File: src/common/pph_pkg.sv
// Constants shared by the parallel port handshake block.
// Assumes a 32-bit AHB-Lite register bus, one word per register.
package pph_pkg;

	// Register byte offsets.
	localparam logic [7:0] ctrl_off = 8'h00;
	localparam logic [7:0] port_a_off = 8'h04;
	localparam logic [7:0] port_b_off = 8'h08;
	localparam logic [7:0] port_c_off = 8'h0c;
	localparam logic [7:0] irq_stat_off = 8'h10;
	localparam logic [7:0] irq_clr_off = 8'h14;
	localparam logic [7:0] irq_en_off = 8'h18;

	// Control register fields.
	localparam int ctrl_a_mode_lsb = 0;
	localparam int ctrl_a_in = 2;
	localparam int ctrl_b_mode1 = 3;
	localparam int ctrl_b_in = 4;
	localparam int ctrl_a_out = 5;
	localparam int ctrl_b_out = 6;
	localparam int ctrl_cu_out = 7;
	localparam int ctrl_cl_out = 8;
	localparam int ctrl_inte_a = 9;
	localparam int ctrl_inte_b = 10;
	localparam int ctrl_width = 11;
	localparam logic [10:0] ctrl_reset = 11'h000;

	// Group A mode encodings.
	localparam logic [1:0] a_mode0 = 2'h0;
	localparam logic [1:0] a_mode1 = 2'h1;
	localparam logic [1:0] a_mode2 = 2'h2;

	// Interrupt status bits.
	localparam int ev_a_in = 0;
	localparam int ev_a_out = 1;
	localparam int ev_b_in = 2;
	localparam int ev_b_out = 3;
	localparam int ev_width = 4;

	// Port C lines taken by handshakes, and those the block drives.
	localparam logic [7:0] a_in_mask = 8'h38;
	localparam logic [7:0] a_out_mask = 8'hc8;
	localparam logic [7:0] a_bi_mask = 8'hf8;
	localparam logic [7:0] b_mask = 8'h07;
	localparam logic [7:0] a_in_oe = 8'h28;
	localparam logic [7:0] a_out_oe = 8'h88;
	localparam logic [7:0] a_bi_oe = 8'ha8;
	localparam logic [7:0] b_in_oe = 8'h03;
	localparam logic [7:0] b_out_oe = 8'h03;

	// Port C line positions.
	localparam int pc_a_obf = 7;
	localparam int pc_a_ack = 6;
	localparam int pc_a_ibf = 5;
	localparam int pc_a_stb = 4;
	localparam int pc_a_req = 3;
	localparam int pc_b_stb_ack = 2;
	localparam int pc_b_full = 1;
	localparam int pc_b_req = 0;

endpackage

File: src/common/xfer_if.sv
// Signals between the register block and one transfer channel.
// Assumes both ends run on hclk.
`timescale 1ns/100ps
interface xfer_if;
	logic in_en;
	logic out_en;
	logic bidir;
	logic strobe_n;
	logic ack_n;
	logic [7:0] din;
	logic rd;
	logic wr;
	logic [7:0] wdata;
	logic [7:0] in_data;
	logic [7:0] out_data;
	logic in_full;
	logic out_full_n;
	logic req;
	logic out_drive;
	logic cap_ev;
	logic done_ev;

	modport ctl(output in_en, out_en, bidir, strobe_n, ack_n, din, rd, wr,
		wdata, input in_data, out_data, in_full, out_full_n, req,
		out_drive, cap_ev, done_ev);
	modport chan(input in_en, out_en, bidir, strobe_n, ack_n, din, rd, wr,
		wdata, output in_data, out_data, in_full, out_full_n, req,
		out_drive, cap_ev, done_ev);
endinterface

File: src/hw/parallel_port_handshake.sv
// Three-port parallel I/O unit with strobe/acknowledge handshakes on
// port C, reached over an AHB-Lite slave with zero wait states.
// Assumes all pin inputs are synchronous to hclk.
//
// Notes on behaviour
// - Mode 0: port C is two independent 4-bit plain I/O groups.
// - Modes 1 and 2 take port C lines for handshakes, rest plain.
// - Mode 1 input: C5 full A, C4 strobe A, C3 req A, B on C2-C0.
// - Mode 1 output: C7 full A, C6 ack A, C3 req A, B on C2-C0.
// - Mode 2 on group A: C7 C6 C5 C4 C3 handshake, B or plain on C2-C0.
// - Inputs paced by strobe and full; outputs by full and acknowledge.
// - Peripheral pulls strobe low; the device then latches port data.
// - Input full goes high once data is latched, acknowledging strobe.
// - Output full goes low after host writes the output port.
// - Service request goes high once a transfer completes, only when enabled.
`timescale 1ns/100ps
module parallel_port_handshake (
	input wire logic hclk,
	input wire logic hresetn,
	input wire logic hsel,
	input wire logic [31:0] haddr,
	input wire logic [1:0] htrans,
	input wire logic hwrite,
	input wire logic [2:0] hsize,
	input wire logic hready,
	input wire logic [31:0] hwdata,
	output logic [31:0] hrdata,
	output logic hreadyout,
	output logic hresp,
	input wire logic [7:0] first_data_port_in,
	output logic [7:0] first_data_port_out,
	output logic [7:0] first_data_port_oe,
	input wire logic [7:0] second_data_port_in,
	output logic [7:0] second_data_port_out,
	output logic [7:0] second_data_port_oe,
	input wire logic [7:0] handshake_port_lines_in,
	output logic [7:0] handshake_port_lines_out,
	output logic [7:0] handshake_port_lines_oe,
	output logic irq
);
	logic [pph_pkg::ctrl_width-1:0] ctrl_q;
	logic [7:0] pc_q;
	logic [pph_pkg::ev_width-1:0] stat_q;
	logic [pph_pkg::ev_width-1:0] irq_en_q;
	logic wr_q;
	logic [7:0] addr_q;
	logic [31:0] rdata_q;
	logic [31:0] rdata_d;
	logic [pph_pkg::ev_width-1:0] stat_d;

	xfer_if ch_a ();
	xfer_if ch_b ();

	// Bus decode.
	wire access = hsel & hready & htrans[1];
	wire rd_acc = access & ~hwrite;
	wire [7:0] raddr = {haddr[7:2], 2'b00};
	function automatic logic hit(input logic [7:0] a, input logic [7:0] off);
		hit = (a == off);
	endfunction
	wire wr_ctrl = wr_q & hit(addr_q, pph_pkg::ctrl_off);
	wire wr_a = wr_q & hit(addr_q, pph_pkg::port_a_off);
	wire wr_b = wr_q & hit(addr_q, pph_pkg::port_b_off);
	wire wr_c = wr_q & hit(addr_q, pph_pkg::port_c_off);
	wire wr_clr = wr_q & hit(addr_q, pph_pkg::irq_clr_off);
	wire wr_en = wr_q & hit(addr_q, pph_pkg::irq_en_off);

	// Mode decode.
	wire [1:0] a_mode = ctrl_q[pph_pkg::ctrl_a_mode_lsb +: 2];
	wire a_m1 = (a_mode == pph_pkg::a_mode1);
	wire a_m2 = (a_mode == pph_pkg::a_mode2);
	wire a_dir_in = ctrl_q[pph_pkg::ctrl_a_in];
	wire b_m1 = ctrl_q[pph_pkg::ctrl_b_mode1];
	wire b_dir_in = ctrl_q[pph_pkg::ctrl_b_in];
	wire a_in_en = (a_m1 & a_dir_in) | a_m2;
	wire a_out_en = (a_m1 & ~a_dir_in) | a_m2;
	wire b_in_en = b_m1 & b_dir_in;
	wire b_out_en = b_m1 & ~b_dir_in;

	// Port C line ownership per mode.
	wire [7:0] a_mask = a_m2 ? pph_pkg::a_bi_mask :
		(a_m1 ? (a_dir_in ? pph_pkg::a_in_mask :
		pph_pkg::a_out_mask) : 8'h00);
	wire [7:0] a_oe = a_m2 ? pph_pkg::a_bi_oe :
		(a_m1 ? (a_dir_in ? pph_pkg::a_in_oe : pph_pkg::a_out_oe) : 8'h00);
	wire [7:0] b_mask_w = b_m1 ? pph_pkg::b_mask : 8'h00;
	wire [7:0] b_oe = b_m1 ? (b_dir_in ? pph_pkg::b_in_oe :
		pph_pkg::b_out_oe) : 8'h00;
	wire [7:0] hs_mask = a_mask | b_mask_w;
	wire [7:0] hs_oe = a_oe | b_oe;
	// Plain lines follow one direction bit per 4-bit group.
	wire [7:0] gp_oe = {{4{ctrl_q[pph_pkg::ctrl_cu_out]}},
		{4{ctrl_q[pph_pkg::ctrl_cl_out]}}};
	wire inte_a = ctrl_q[pph_pkg::ctrl_inte_a];
	wire inte_b = ctrl_q[pph_pkg::ctrl_inte_b];

	// Handshake values placed on port C.
	logic [7:0] hs_val;
	always_comb begin
		hs_val = 8'h00;
		hs_val[pph_pkg::pc_a_obf] = ch_a.out_full_n;
		hs_val[pph_pkg::pc_a_ibf] = ch_a.in_full;
		hs_val[pph_pkg::pc_a_req] = ch_a.req & inte_a;
		hs_val[pph_pkg::pc_b_full] = b_dir_in ? ch_b.in_full :
			ch_b.out_full_n;
		hs_val[pph_pkg::pc_b_req] = ch_b.req & inte_b;
	end

	assign handshake_port_lines_out = (hs_mask & hs_val) | (~hs_mask & pc_q);
	assign handshake_port_lines_oe = (hs_mask & hs_oe) | (~hs_mask & gp_oe);

	// Channel A: strobe on C4, acknowledge on C6, data on the first port.
	assign ch_a.in_en = a_in_en;
	assign ch_a.out_en = a_out_en;
	assign ch_a.bidir = a_m2;
	assign ch_a.strobe_n = ~a_in_en |
		handshake_port_lines_in[pph_pkg::pc_a_stb];
	assign ch_a.ack_n = ~a_out_en |
		handshake_port_lines_in[pph_pkg::pc_a_ack];
	assign ch_a.din = first_data_port_in;
	assign ch_a.rd = rd_acc & hit(raddr, pph_pkg::port_a_off) & a_in_en;
	assign ch_a.wr = wr_a;
	assign ch_a.wdata = hwdata[7:0];

	// Channel B: strobe or acknowledge share C2.
	assign ch_b.in_en = b_in_en;
	assign ch_b.out_en = b_out_en;
	assign ch_b.bidir = 1'b0;
	assign ch_b.strobe_n = ~b_in_en |
		handshake_port_lines_in[pph_pkg::pc_b_stb_ack];
	assign ch_b.ack_n = ~b_out_en |
		handshake_port_lines_in[pph_pkg::pc_b_stb_ack];
	assign ch_b.din = second_data_port_in;
	assign ch_b.rd = rd_acc & hit(raddr, pph_pkg::port_b_off) & b_in_en;
	assign ch_b.wr = wr_b;
	assign ch_b.wdata = hwdata[7:0];

	xfer_channel u_chan_a (
		.hclk(hclk),
		.hresetn(hresetn),
		.ch(ch_a)
	);
	xfer_channel u_chan_b (
		.hclk(hclk),
		.hresetn(hresetn),
		.ch(ch_b)
	);

	// Data ports: plain in mode 0, channel driven in handshake modes.
	wire a_hs = a_m1 | a_m2;
	assign first_data_port_out = ch_a.out_data;
	assign first_data_port_oe = {8{a_hs ? ch_a.out_drive :
		ctrl_q[pph_pkg::ctrl_a_out]}};
	assign second_data_port_out = ch_b.out_data;
	assign second_data_port_oe = {8{b_m1 ? ch_b.out_drive :
		ctrl_q[pph_pkg::ctrl_b_out]}};

	// Events set sticky status; a set in the clearing cycle wins.
	wire [pph_pkg::ev_width-1:0] events = {ch_b.done_ev, ch_b.cap_ev,
		ch_a.done_ev, ch_a.cap_ev};
	assign stat_d = events | (stat_q & ~({4{wr_clr}} &
		hwdata[pph_pkg::ev_width-1:0]));

	// Read data, chosen in the address phase.
	wire [7:0] pc_rd = (hs_mask & hs_val) | (~hs_mask &
		((gp_oe & pc_q) | (~gp_oe & handshake_port_lines_in)));
	always_comb begin
		case (raddr)
			pph_pkg::ctrl_off: rdata_d = {21'h000000, ctrl_q};
			pph_pkg::port_a_off: rdata_d = {24'h000000,
				a_in_en ? ch_a.in_data : first_data_port_in};
			pph_pkg::port_b_off: rdata_d = {24'h000000,
				b_in_en ? ch_b.in_data : second_data_port_in};
			pph_pkg::port_c_off: rdata_d = {24'h000000, pc_rd};
			pph_pkg::irq_stat_off: rdata_d = {28'h0000000, stat_q};
			pph_pkg::irq_en_off: rdata_d = {28'h0000000, irq_en_q};
			default: rdata_d = 32'h00000000;
		endcase
	end

	always_ff @(posedge hclk or negedge hresetn) begin
		if (!hresetn) begin
			wr_q <= 1'b0;
			addr_q <= 8'h00;
			rdata_q <= 32'h00000000;
		end else begin
			wr_q <= access & hwrite;
			addr_q <= raddr;
			if (rd_acc) begin
				rdata_q <= rdata_d;
			end
		end
	end

	always_ff @(posedge hclk or negedge hresetn) begin
		if (!hresetn) begin
			ctrl_q <= pph_pkg::ctrl_reset;
			pc_q <= 8'h00;
			stat_q <= 4'h0;
			irq_en_q <= 4'h0;
		end else begin
			if (wr_ctrl) begin
				ctrl_q <= hwdata[pph_pkg::ctrl_width-1:0];
			end
			if (wr_c) begin
				pc_q <= hwdata[7:0];
			end
			if (wr_en) begin
				irq_en_q <= hwdata[pph_pkg::ev_width-1:0];
			end
			stat_q <= stat_d;
		end
	end

	assign irq = |(stat_q & irq_en_q);
	assign hrdata = rdata_q;
	assign hreadyout = 1'b1;
	assign hresp = 1'b0;
endmodule

File: src/hw/xfer_channel.sv
// One byte channel: input latch with strobe/full, output latch with
// full/acknowledge, and its service request.
// Assumes pin inputs are already synchronous to hclk.
`timescale 1ns/100ps
module xfer_channel (
	input wire logic hclk,
	input wire logic hresetn,
	xfer_if.chan ch
);
	logic stb_prev_q;
	logic [7:0] in_latch_q;
	logic [7:0] out_latch_q;
	logic in_full_q;
	logic out_full_q;
	logic out_req_q;
	wire stb_fall;
	wire capture;
	wire ack_low;
	wire done;

	assign stb_fall = ch.in_en & stb_prev_q & ~ch.strobe_n;
	// A strobe while the latch still holds unread data is ignored.
	assign capture = stb_fall & ~in_full_q;
	assign ack_low = ch.out_en & ~ch.ack_n;
	assign done = out_full_q & ack_low;

	always_ff @(posedge hclk or negedge hresetn) begin
		if (!hresetn) begin
			stb_prev_q <= 1'b1;
			in_latch_q <= 8'h00;
			out_latch_q <= 8'h00;
			in_full_q <= 1'b0;
			out_full_q <= 1'b0;
			out_req_q <= 1'b0;
		end else begin
			stb_prev_q <= ch.strobe_n;
			if (capture) begin
				in_latch_q <= ch.din;
			end
			if (ch.wr) begin
				out_latch_q <= ch.wdata;
			end
			in_full_q <= capture | (in_full_q & ~ch.rd);
			out_full_q <= (ch.wr & ch.out_en) | (out_full_q & ~ack_low);
			out_req_q <= done | (out_req_q & ~ch.wr);
		end
	end

	assign ch.in_data = in_latch_q;
	assign ch.out_data = out_latch_q;
	assign ch.in_full = in_full_q;
	assign ch.out_full_n = ~out_full_q;
	assign ch.req = (ch.in_en & in_full_q & ch.strobe_n)
		| (ch.out_en & out_req_q);
	// In bidirectional use the port drives only while acknowledge is low.
	assign ch.out_drive = ch.out_en & (~ch.bidir | ~ch.ack_n);
	assign ch.cap_ev = capture;
	assign ch.done_ev = done;
endmodule

File: config.mk
export PLATFORM = sky130hd
export DESIGN_NAME = parallel_port_handshake
export DESIGN_NICKNAME = d
export VERILOG_FILES = /design/src/common/pph_pkg.sv /design/src/common/xfer_if.sv /design/src/hw/parallel_port_handshake.sv /design/src/hw/xfer_channel.sv
export SDC_FILE = /design/constraint.sdc
export NUM_CORES = 1
export LEC_CHECK = 0
export BUFFER_PORTS_ARGS = -buffer_cell sky130_fd_sc_hd__buf_2
export CAP_MARGIN = 10
export CORE_MARGIN = 2
export CORE_UTILIZATION = 52
export DETAILED_ROUTE_END_ITERATION = 16
export GPL_TIMING_DRIVEN = 0
export PLACE_DENSITY_LB_ADDON = 0.25
export SLEW_MARGIN = 20
export SYNTH_ARGS = -nofsm -noshare
export SYNTH_HDL_FRONTEND = slang
export SYNTH_HIERARCHICAL = 1
export SYNTH_SLANG_ARGS = --single-unit
File: constraint.sdc
create_clock -name hclk -period 5.74 [get_ports hclk]
set_input_delay 1.148 -clock hclk [delete_from_list [all_inputs] [get_ports hclk]]
set_output_delay 1.148 -clock hclk [all_outputs]
set_load 0.005 [all_outputs]
### Word-level counts from Yosys, hierarchy flattened

Index checks and enable logic that the tools add are counted.

* bits in registers: 106
* input port bits: 98
* output and inout bits: 83
* logic and storage cells: 151

* eq/ne operators: 12
* multiplexer cells: 14
* bitwise logic cells: 103
* reductions and logical operators: 3

Operators by type and width (number)
* $pmux 11 s6: 1
* $mux 8: 8
* $and 8x8->8: 7
* $and 1x1->1: 45
* $or 8x8->8: 4
* $eq 6x2->1 const B: 4
* $eq 6x3->1 const B: 4
* $not 1->1: 22
* $logic_not 8->1: 2
* $not 8->8: 2
* $or 1x1->1: 16
* $and 4x4->4: 3
* $eq 6x1->1 const B: 2
* $or 8x2->8: 1
* $or 8x3->8: 1
* $not 4->4: 1
* $or 4x4->4: 1
* $reduce_or 4->1: 1
* $mux 1: 3
* $mux 3: 1
* $eq 2x1->1 const B: 1
* $eq 2x2->1 const B: 1
* $mux 2: 1

### Logic depth before layout (Yosys ltp)

Gate-level depths: netlist (run 1).

* depth in word-level cells: 11
* mapped depth: 11
* mapped depth without buffers: 11

### Cells and area by module

Netlist (run 1), hierarchy kept.

Modules (own cells, without submodules)
* parallel_port_handshake: instances 1, cells an instance 295, area an instance 2831.5 um2, seq. area each 1126.1 um2
* xfer_channel: instances 2, cells an instance 49, area an instance 803.3 um2, seq. area each 501.7 um2

### Least setup slack after synthesis (run 1)

OpenSTA, ideal clock, no wires.

* path type: input port to output port
* start point: input port handshake_port_lines_in[6]
* end point: output port first_data_port_oe[1]
* arrival time: 1.923 ns
* slack: 2.669 ns
* stages on the path: 4
* buffers on the path: 1
* cells stage by stage: or2_2 > a21boi_0 > mux2_2 > buf_4

* cells in the longest elaborated chain, start to end: 5

Ends and longest elaborated chain
* start: declaration: RTL line parallel_port_handshake.sv:36 `input wire logic [7:0] handshake_port_lines_in,`
* $or 1x1->1: RTL line parallel_port_handshake.sv:118 `assign ch_a.ack_n = ~a_out_en |`
* $not 1->1: RTL line xfer_channel.sv:56 `assign ch.out_drive = ch.out_en & (~ch.bidir | ~ch.ack_n);`
* $or 1x1->1: RTL line xfer_channel.sv:56
* $and 1x1->1: RTL line xfer_channel.sv:56
* named net ch_a.out_drive: RTL line xfer_if.sv:19 `logic out_drive;`
* $mux 1: RTL line parallel_port_handshake.sv:152 `assign first_data_port_oe = {8{a_hs ? ch_a.out_drive :`
* end: declaration: RTL line parallel_port_handshake.sv:32 `output logic [7:0] first_data_port_oe,`

The timed path passes the listed nets, and every way through them passes these cells.

### Worst setup path after layout (run 1)

* start point: register ctrl_q[1] in the netlist's numbering
* end point: output port first_data_port_oe[3]

* cells in the longest elaborated chain, start to end: 9

Ends and longest elaborated chain
* start: declaration: RTL line parallel_port_handshake.sv:41 `logic [pph_pkg::ctrl_width-1:0] ctrl_q;`
* start signal: assignment: RTL line parallel_port_handshake.sv:197 `ctrl_q <= pph_pkg::ctrl_reset;`
* start signal: assignment: RTL line parallel_port_handshake.sv:203 `ctrl_q <= hwdata[pph_pkg::ctrl_width-1:0];`
* $eq 2x1->1: RTL line parallel_port_handshake.sv:70 `wire a_m1 = (a_mode == pph_pkg::a_mode1);`
* $and 1x1->1: RTL line parallel_port_handshake.sv:76 `wire a_out_en = (a_m1 & ~a_dir_in) | a_m2;`
* $or 1x1->1 *: RTL line parallel_port_handshake.sv:76
* named net a_out_en: RTL line parallel_port_handshake.sv:76
* $not 1->1: RTL line parallel_port_handshake.sv:118
* $or 1x1->1: RTL line parallel_port_handshake.sv:118
* $not 1->1: RTL line xfer_channel.sv:56
* $or 1x1->1: RTL line xfer_channel.sv:56
* $and 1x1->1 *: RTL line xfer_channel.sv:56
* named net ch_a.out_drive: RTL line xfer_if.sv:19
* $mux 1 *: RTL line parallel_port_handshake.sv:152

Mark *: on every way through the listed nets, which the timed path passes. The rest lies on a longest branch.

==> flow_summary_export.csv, run 1 <==
group,metric,value,unit
clock_tree,cts_sinks,85,
placement,hpwlAfterDp,8053,µm
timing,fin_crit_sh,63.53,%
layout,area_growth,21.60,%
placement,gp_congestion,0.8873,
detailed_routing,viasPerCell,5.257,
grt,grtUsageTotal,23.90,%
timing,hold_viol_final,0,
detailed_routing,firstDrtPassIters,4,
clock_tree,ctsResizeCount,0,
setup_path,arrival,2.50,ns
power_and_ir_drop,power.switching,319.5,µW
die,rows,33,
clock_tree,clk_pin_slew,0.09,ns
power_and_ir_drop,p_int,858.9,µW
layout,drive_above_1_share,43.87,%
clock_tree,cts_root_buffer,"clkbuf_8",
clock_tree,numCtsBuffers,9,
die,chipHeight,96.39,µm
clock_tree,post_cts_buffers,0,
timing,setup_tns,0,ns
clock_tree,htreeDepth,3,
placement,numPortBuffers,106,
synthesis,yosysWarnings,6,
power_and_ir_drop,total_power,1.178,mW
status,status,"finished, final reports clean",
timing,setup_viol,0,
timing,fin_crit,3.647,ns
clock_tree,postCtsHoldBufs,0,
die,die_w,96.39,µm
detailed_routing,ant_nets,0,
synthesis,netlist_area,4438,µm²
setup_path,crit_slowest_cell,"a21oi_1",
die,die-area,9290,µm²
clock_tree,clockBufferDepth,2,
power_and_ir_drop,clkPwrFrac,34.2,%
synthesis,synth-edff-count,0,
layout,final_cell_mix,"buf_2, dfrtp_1, mux2_2",
power_and_ir_drop,p_sw_share,27.12,%
detailed_routing,vias,3380,
power_and_ir_drop,p_seq_share,53.5,%
timing,worst_pin_slew,0.7903,ns
hold_path,hp-class,"reg -> reg",
setup_path,slowest_delay,0.50,ns
grt,grt_pass1_wl,16500,µm
die,num_io_pins,181,
synthesis,syn_avg_cell_area,11.29,µm²
timing,rsz0062_at_grt,"no",
detailed_routing,routed_wl,10630,µm
timing,finClkSkew,0.01004,ns
die,fp.coreArea,8258,µm²
power_and_ir_drop,p_leak,2.949,nW
synthesis,synth_seq_area_share,47.98,%
synthesis,ys_ff_latch,85,
clock_tree,cts_tree,"yes",
layout,layout_commonest_cell,"buf_2",
synthesis,synth.distinct_cells,55,
setup_path,critical_path_required,4.59,ns
synthesis,async_flop_share,100.0,%
synthesis,postSynthCellCount,393,
layout,num-nets-final,633,
setup_path,cp_common_cell,"inv_1",
power_and_ir_drop,comb_power_share,12.3,%
layout,n_antenna_cell,0,
setup_path,end_kind,"output pin",
detailed_routing,wl_per_cell,16.53,µm
setup_path,critPathKind,"reg -> out",
timing,fmax,274.2,MHz
grt,grt_max_degree,57,
run,drv_cap,0,
timing,max_slew_margin,46.57,%
synthesis,synth_ff_type,"dfrtp_1",
detailed_routing,drc,0,
clock_tree,worstSkewPairLatency,0.36,ns
die,start_util,53.74,%
setup_path,path_max_fanout,8,
grt,grt-ovfl-total,0,
power_and_ir_drop,power.density,218.4,nW/µm²
timing,drv_slew,0,
setup_path,crit_path_start_kind,"flop",
detailed_routing,drt_iter0_drc,181,
setup_path,cp_cell_sequence,"inv_1, ha_1, a21oi_1, inv_1, a21boi_0, mux2_2, buf_4, buf_2",
grt,grt_pass1_vias,3238,
power_and_ir_drop,vdd_drop_max,0.0001381,V
timing,hold_slack,0.5066,ns
grt,antenna_found_initial,0,
## power by group through the flow
stage | clock network [mW] | registers (mW) | logic, mW
global route | 0.430 | 0.633 | 0.161
CTS | 0.403 | 0.630 | 0.145
finish | 0.404 | 0.630 | 0.144
detailed placement | 0 | 0.642 | 0.145
floorplan | 0 | 0.638 | 0.0783
global placement | 0 | 0.641 | 0.139
## cells in the mapped netlist, drive strengths merged, types with 3 or more instances
cell | count | share of area (%)
mux2 | 58 | 16
mux2i | 18 | 4.1
nor3 | 7 | 1.0
inv | 13 | 1.1
dfrtp | 83 | 47
buf | 45 | 7.5
nor2 | 18 | 1.6
nand3 | 5 | 0.56
a21oi | 8 | 0.99
o221ai | 4 | 0.79
a211oi | 3 | 0.51
o21ai | 9 | 1.0
a21o | 7 | 1.2
nand2 | 35 | 3.0
nand2b | 9 | 1.3
or2 | 3 | 0.42
clkbuf | 9 | 0.76
nor2b | 4 | 0.56
o22ai | 6 | 0.85
and2 | 5 | 0.70
a22o | 5 | 0.99
## stage by stage
stage          cell area [µm²]  worst slack, ns  util [%]  cells
6_report                  5396            2.093     65.35    643
5_1_grt                   5396            1.943     65.35    643
4_1_cts                   5396            2.089     65.35    643
3_5_place_dp              5213            2.384     63.12    627
3_3_place_gp              5182            2.414     62.76    626
2_1_floorplan             4521            2.669         -    415
## critical path, delay by kind of cell, from the launching register on
family | cells | cell delay, ns
AOI/OAI and AO/OA | 2 | 0.66
adders and majority gates | 1 | 0.21
buffers and inverters | 4 | 0.54
DFF | 1 | 0.39
muxes | 1 | 0.34
## final cells by class
class / instances / area (µm²)
tap: 105 / 131.4
inverter: 14 / 52.55
timing repair buffer: 107 / 560.5
clock buffer: 10 / 137.6
clock inverter: 6 / 46.29
fill: 700 / 2861
multi-input combinational: 262 / 1971
buffer: 54 / 367.9
sequential: 85 / 2130
## sequential cells by signal (all words and copies together) (netlist names), 4 cells and up
name	cells
u_chan_b/ch.out_data	8
u_chan_a/ch.out_data	8
irq_en_q	4
u_chan_b/ch.in_data	8
stat_q	4
pc_q	8
u_chan_a/ch.in_data	8
addr_q	6
hrdata	11
ctrl_q	11
## layer usage
| metal | up-vias | global-route usage [%] | share of wire, % |
|---|---|---|---|
| met1 | 1606 | 32.48 | 43 |
| met5 | - | 0 | 0 |
| li1 | 1607 | - | - |
| met2 | 148 | 38.66 | 46 |
| met4 | 0 | 7.746 | 1.7 |
| met3 | 19 | 4.888 | 8.6 |
## final timing paths
check	start	end	slack, ns	cells past startpoint
min reg2reg	hrdata[1]	hrdata[1]	0.51	2
max in group asynchronous	hresetn	u_chan_b/stb_prev_q	4.38	2
max reg2reg	ctrl_q[1]	hrdata[3]	3.28	11
min in group asynchronous	hresetn	addr_q[7]	0.71	1
min	hrdata[1]	hrdata[1]	0.51	2
max	ctrl_q[1]	first_data_port_oe[3]	2.09	8
## kinds of logic (layout without fill, tap and decap cells)
kind of cell / count (synthesis) / count (layout) / share of synthesized area [%]
adders and majority gates: 2 / 2 / 0.5638
AOI/OAI and AO/OA: 61 / 61 / 9.952
buffers and inverters: 68 / 191 / 9.472
DFF: 85 / 85 / 47.98
and+or+nand+nor: 99 / 99 / 11.73
muxes: 76 / 76 / 20.13
other: 2 / 24 / 0.1692
No activity file was read; power rests on OpenSTA's default activity.
==> inputs of run 2 (changes only) <==
--- a/config.mk
+++ b/config.mk
@@ -5,10 +5,11 @@
 export SDC_FILE = /design/constraint.sdc
 export NUM_CORES = 1
 export LEC_CHECK = 0
+export ABC_AREA = 1
 export BUFFER_PORTS_ARGS = -buffer_cell sky130_fd_sc_hd__buf_2
 export CAP_MARGIN = 10
 export CORE_MARGIN = 2
-export CORE_UTILIZATION = 52
+export CORE_UTILIZATION = 45
 export DETAILED_ROUTE_END_ITERATION = 16
 export GPL_TIMING_DRIVEN = 0
 export PLACE_DENSITY_LB_ADDON = 0.25
==> constraint.sdc (replaced) <==
create_clock -name hclk -period 2.9 [get_ports hclk]
set_input_delay 0.58 -clock hclk [delete_from_list [all_inputs] [get_ports hclk]]
set_output_delay 0.58 -clock hclk [all_outputs]
set_load 0.005 [all_outputs]
==> flow_summary_export.csv, run 2 <==
group,metric,value,unit
die,die-area,11440,µm²
grt,antenna_found_initial,0,
timing,hold_viol_final,0,
detailed_routing,routed_wl,12390,µm
clock_tree,worstSkewPairLatency,0.37,ns
die,die_w,106.9,µm
clock_tree,cts_root_buffer,"clkbuf_8",
grt,grt_pass1_wl,19870,µm
synthesis,synth-edff-count,0,
timing,setup_viol,0,
detailed_routing,ant_nets,0,
timing,setup_tns,0,ns
synthesis,yosysMostFrequentCell,"nand2_1",
layout,num-nets-final,879,
timing,fmax,360.6,MHz
setup_path,end_kind,"output pin",
setup_path,arrival,2.19,ns
timing,fin_crit,2.773,ns
grt,use_met1,30.44,%
detailed_routing,viasPerCell,4.735,
timing,worst_pin_slew,0.7170,ns
clock_tree,htreeDepth,3,
timing,fin_crit_sh,95.63,%
timing,drv_slew,0,
synthesis,synth_xor_area_share,0,%
status,status,"finished, final reports clean",
grt,grt-ovfl-total,0,
die,rows,37,
grt,met3_usage,3.100,%
timing,max_slew_margin,51.69,%
clock_tree,cts_tree,"yes",
synthesis,synthMuxAreaShare,0,%
timing,finClkSkew,0.007529,ns
detailed_routing,drc,0,
grt,grt_pass1_vias,4121,
die,num_io_pins,181,
synthesis,synth_area_leaders,"dfrtp_1, nand2_1, buf_4, inv_1, nand3_1",
placement,hpwlAfterDp,9423,µm
power_and_ir_drop,clkPwrFrac,34.1,%
grt,busiest_layer,"met2",
layout,area_growth,22.46,%
synthesis,async_flop_share,100.0,%
grt,grt_util_met2,36.08,%
layout,n_antenna_cell,0,
synthesis,yosysWarnings,6,
setup_path,path_max_fanout,11,
setup_path,critical_path_required,2.32,ns
timing,rsz0062_at_grt,"no",
power_and_ir_drop,p_sw_share,28.30,%
synthesis,ys_ff_latch,85,
synthesis,synth_top_cell_by_area,"dfrtp_1",
synthesis,netlist_area,4768,µm²
placement,numPortBuffers,106,
die,fp.coreArea,10320,µm²
die,start_util,46.19,%
layout,layout_commonest_cell,"nand2_1",
synthesis,syn_avg_cell_area,7.521,µm²
placement,dpl_worst_slack,0.2164,ns
power_and_ir_drop,p_int,1.834,mW
hold_path,hp-class,"in -> async",
power_and_ir_drop,comb_power_share,16.3,%
power_and_ir_drop,total_power,2.558,mW
clock_tree,postCtsHoldBufs,0,
synthesis,postSynthCellCount,634,
placement,gp_congestion,0.9310,
power_and_ir_drop,power.density,438.0,nW/µm²
synthesis,synth_top_family_by_area,"simple AND/OR/NAND/NOR gates",
die,chipHeight,106.9,µm
detailed_routing,vias,4356,
run,drv_cap,0,
synthesis,synthAdderAreaFrac,0.5248,%
synthesis,yosys.area.top_type_share,43.56,%
power_and_ir_drop,p_leak,3.406,nW
clock_tree,clk_pin_slew,0.09,ns
timing,hold_slack,0.1267,ns
layout,drive_above_1_share,29.21,%
clock_tree,cts_sinks,85,
detailed_routing,drt_iter0_drc,165,
clock_tree,numCtsBuffers,9,
timing,setup_ws,0.1268,ns
grt,grtUsageTotal,22.21,%
synthesis,synth_compound_area_share,7.610,%
detailed_routing,firstDrtPassIters,5,
layout,fin_util,56.56,%
setup_path,critPathKind,"reg -> out",
synthesis,synthSimpleGateAreaFrac,32.51,%
clock_tree,clockBufferDepth,2,
power_and_ir_drop,p_seq_share,49.6,%
grt,grt_max_degree,59,
synthesis,synth_ff_type,"dfrtp_1",
synthesis,synth_seq_area_share,44.66,%
detailed_routing,wl_per_cell,13.47,µm
layout,final_cell_mix,"nand2_1, buf_2, dfrtp_1",
synthesis,synth_common_cells,"nand2_1, dfrtp_1, inv_1",
setup_path,crit_path_start_kind,"flop",
power_and_ir_drop,vdd_drop_max,0.0002393,V
layout,fillers,967,
synthesis,synth.distinct_cells,29,
power_and_ir_drop,power.switching,723.9,µW
[run 2: cell count changes in the layout (fill, tap and decap cells not counted), moves of 15 or more]
cell     change
inv_1       +60
mux2_2      -42
mux2_4      -16
mux2i_1     -18
nand2_1    +192
nand3_1     +45
nor2_1      +15
o21ai_0     +39
[run 2: layout make-up]
| class | instances | area (µm²) | share of cell area, % |
|---|---|---|---|
| buffer | 51 | 381.6 | 6.535 |
| multi-input combinational | 437 | 2047 | 35.05 |
| clock buffer | 11 | 141.4 | 2.421 |
| timing repair buffer | 112 | 598.1 | 10.24 |
| clock inverter | 5 | 60.06 | 1.028 |
| tap | 136 | 170.2 | 2.914 |
| inverter | 83 | 311.5 | 5.335 |
| sequential | 85 | 2130 | 36.47 |
[run 2: timing repair]
| action | CTS | global route |
|---|---|---|
| hold endpoints to repair | 0 | 0 |
| endpoints found under the setup margin | 9 | 9 |
| gates resized for setup | 4 | 3 |
| setup buffers | 0 | 5 |
| pin swaps | 0 | 0 |
| cloned | 0 | 0 |
[run 2: cell families (layout without fill, tap and decap cells)]
group,after synthesis,after routing
buffers and inverters,134,262
flip-flops,85,85
adder cells (fa/ha/maj),2,2
other,2,24
AO/OA/AOI/OAI,64,64
AND/OR/NAND/NOR,347,347
[run 2: final timing paths]
check / cells after the start / start / slack [ns] / end
setup reg to reg: 16 / ctrl_q[1] / 0.89 / hrdata[3]
setup / recovery: 11 / ctrl_q[0] / 0.13 / handshake_port_lines_out[3]
min in group hclk: 1 / haddr[6] / 0.38 / addr_q[6]
max in group asynchronous: 2 / hresetn / 2.12 / u_chan_a/stb_prev_q
hold / removal: 1 / hresetn / 0.13 / u_chan_b/ch.in_data[1]
hold reg to reg: 2 / u_chan_b/out_full_q / 0.48 / u_chan_b/out_full_q
[run 2: worst max-delay path, cell delays in order (launching register included)]
cell,delay (ns)
dfrtp_1,0.42
inv_1,0.06
ha_1,0.23
inv_2,0.11
nand2_2,0.10
buf_4,0.19
nand2_4,0.10
nand3_1,0.09
o21ai_0,0.11
nand3_1,0.13
o21ai_0,0.13
buf_2,0.17
[run 2: power groups by stage]
stage,combinational (mW),sequential [mW],clock (mW)
finish,0.416,1.27,0.872
global route,0.467,1.28,0.929
CTS,0.410,1.27,0.886
detailed placement,0.407,1.29,0
global placement,0.395,1.29,0
floorplan,0.227,1.29,0
[run 2: metrics by stage]
stage	instance area (µm²)	std cells
floorplan	4851	656
global placement	5552	898
detailed placement	5582	899
CTS	5788	915
global route	5839	920
finish	5839	920
[run 2: routing by layer]
layer  part of all wire [%]  vias to the layer above
li1                       -                     2183
met1                     45                     2007
met2                     47                      149
met3                    5.8                       17
met4                    2.0                        0
met5                      0                        -
==> inputs of run 3 (changes only) <==
==> constraint.sdc (replaced) <==
create_clock -name hclk -period 2.3 [get_ports hclk]
set_input_delay 0.46 -clock hclk [delete_from_list [all_inputs] [get_ports hclk]]
set_output_delay 0.46 -clock hclk [all_outputs]
set_load 0.005 [all_outputs]
==> flow_summary_export.csv, run 3 (synthesis gave the netlist of run 2 again) <==
group,metric,value,unit
placement,hpwlAfterDp,9423,µm
die,die-area,11440,µm²
layout,num-nets-final,893,
placement,numPortBuffers,106,
timing,fin_crit_sh,101.4,%
detailed_routing,viasPerCell,4.828,
setup_path,critical_path_required,1.84,ns
clock_tree,clk_pin_slew,0.09,ns
detailed_routing,wl_per_cell,13.98,µm
die,die_w,106.9,µm
status,violations,"setup timing",
layout,drive_above_1_share,33.46,%
die,rows,37,
grt,grt_pass1_wl,20670,µm
layout,final_cell_mix,"nand2_1, buf_2, dfrtp_1",
timing,fmax,428.9,MHz
clock_tree,cts_tree,"yes",
grt,grt_max_degree,59,
run,drv_cap,0,
status,status,"complete, but fails checks",
power_and_ir_drop,power.density,536.4,nW/µm²
placement,gp_congestion,0.9310,
setup_path,crit_path_start_kind,"flop",
clock_tree,clockBufferDepth,2,
layout,n_antenna_cell,0,
die,start_util,46.19,%
setup_path,critPathKind,"reg -> out",
setup_path,end_kind,"output pin",
grt,grtUsageTotal,23.18,%
clock_tree,postCtsHoldBufs,0,
timing,fin_crit,2.332,ns
timing,hold_slack,0.009896,ns
grt,grt-ovfl-total,0,
timing,rsz0062_at_grt,"yes",
layout,fin_util,59.88,%
die,fp.coreArea,10320,µm²
timing,hold_viol_final,0,
timing,setup_viol,7,
die,num_io_pins,181,
clock_tree,htreeDepth,3,
setup_path,arrival,1.87,ns
timing,setup_ws,-0.03157,ns
clock_tree,cts_sinks,85,
grt,antenna_found_initial,0,
detailed_routing,ant_nets,0,
power_and_ir_drop,vdd_drop_max,0.0003022,V
detailed_routing,drt_iter0_drc,160,
detailed_routing,vias,4509,
clock_tree,numCtsBuffers,9,
detailed_routing,firstDrtPassIters,6,
layout,layout_commonest_cell,"nand2_1",
setup_path,path_max_fanout,8,
die,chipHeight,106.9,µm
detailed_routing,drc,0,
hold_path,hp-class,"in -> async",
power_and_ir_drop,p_leak,3.537,nW
timing,drv_slew,0,
timing,finClkSkew,0.01081,ns
layout,area_growth,29.65,%
clock_tree,worstSkewPairLatency,0.37,ns
grt,grt_pass1_vias,4264,
detailed_routing,routed_wl,13050,µm
clock_tree,cts_root_buffer,"clkbuf_8",
[run 3: changes by cell type in the layout (fill, tap and decap cells not counted), sizes merged]
cell and delta:
inv -1, buf +14, clkinvlp +1
[run 3: final cells by class]
type | count | area (µm²)
clock buffers | 11 | 141.4
fillers | 915 | 4141
plain buffers | 50 | 405.4
multi-input cells | 437 | 2192
inverters | 83 | 320.3
well taps | 136 | 170.2
repair buffers | 127 | 762.0
flip-flops and latches | 85 | 2131
clock inverters | 5 | 60.06
[run 3: repair_timing]
| item | in CTS | in global routing |
|---|---|---|
| gates resized for setup | 44 | 27 |
| pin swaps | 7 | 6 |
| endpoints found under the setup margin | 21 | 22 |
| buffers inserted | 17 | 4 |
[run 3: worst paths after layout]
kind / slack [ns] / end / depth (start not counted) / from
max in group asynchronous: 1.64 / u_chan_a/stb_prev_q / 2 / hresetn
min in group hclk: 0.26 / addr_q[6] / 1 / haddr[6]
worst min register to register: 0.48 / hrdata[3] / 2 / hrdata[3]
worst max-delay path: -0.03 / first_data_port_oe[7] / 6 / ctrl_q[1]
worst max register to register: 0.16 / hrdata[3] / 19 / ctrl_q[1]
worst min-delay path: 0.01 / u_chan_b/ch.in_data[1] / 1 / hresetn
[run 3: through the flow]
stage / setup slack, ns / instance area, µm² / std cells / total power, mW / TNS [ns]
global placement: -0.2368 / 5552 / 898 / 2.126 / -1.960
finish: -0.03157 / 6182 / 934 / 3.316 / -0.1979
detailed placement: -0.2636 / 5582 / 899 / 2.143 / -2.167
CTS: -0.03544 / 6068 / 931 / 3.299 / -0.2319
floorplan: 0.2105 / 4851 / 656 / 1.909 / 0
global route: -0.08865 / 6182 / 934 / 3.463 / -0.6726
[run 3: report_power, final]
group / internal [mW] / total (mW) / switching (mW)
combinational: 0.270 / 0.611 / 0.341
clock: 0.534 / 1.10 / 0.568
sequential: 1.56 / 1.60 / 0.0439
total: 2.36 / 3.32 / 0.953
[run 3: critical path: stages (launching register included)]
cell and delay [ns]:
dfrtp_1 0.44, buf_6 0.14, ha_4 0.26, inv_1 0.10, o21ai_4 0.33, buf_6 0.16
buf_6 0.08
[run 3: metal layers]
layer	up-vias	GRT usage [%]	routed length, µm
li1	2210	-	-
met1	2102	31.37	5558
met2	173	38.13	6333
met3	24	3.040	839
met4	0	8.627	323
met5	-	0	0
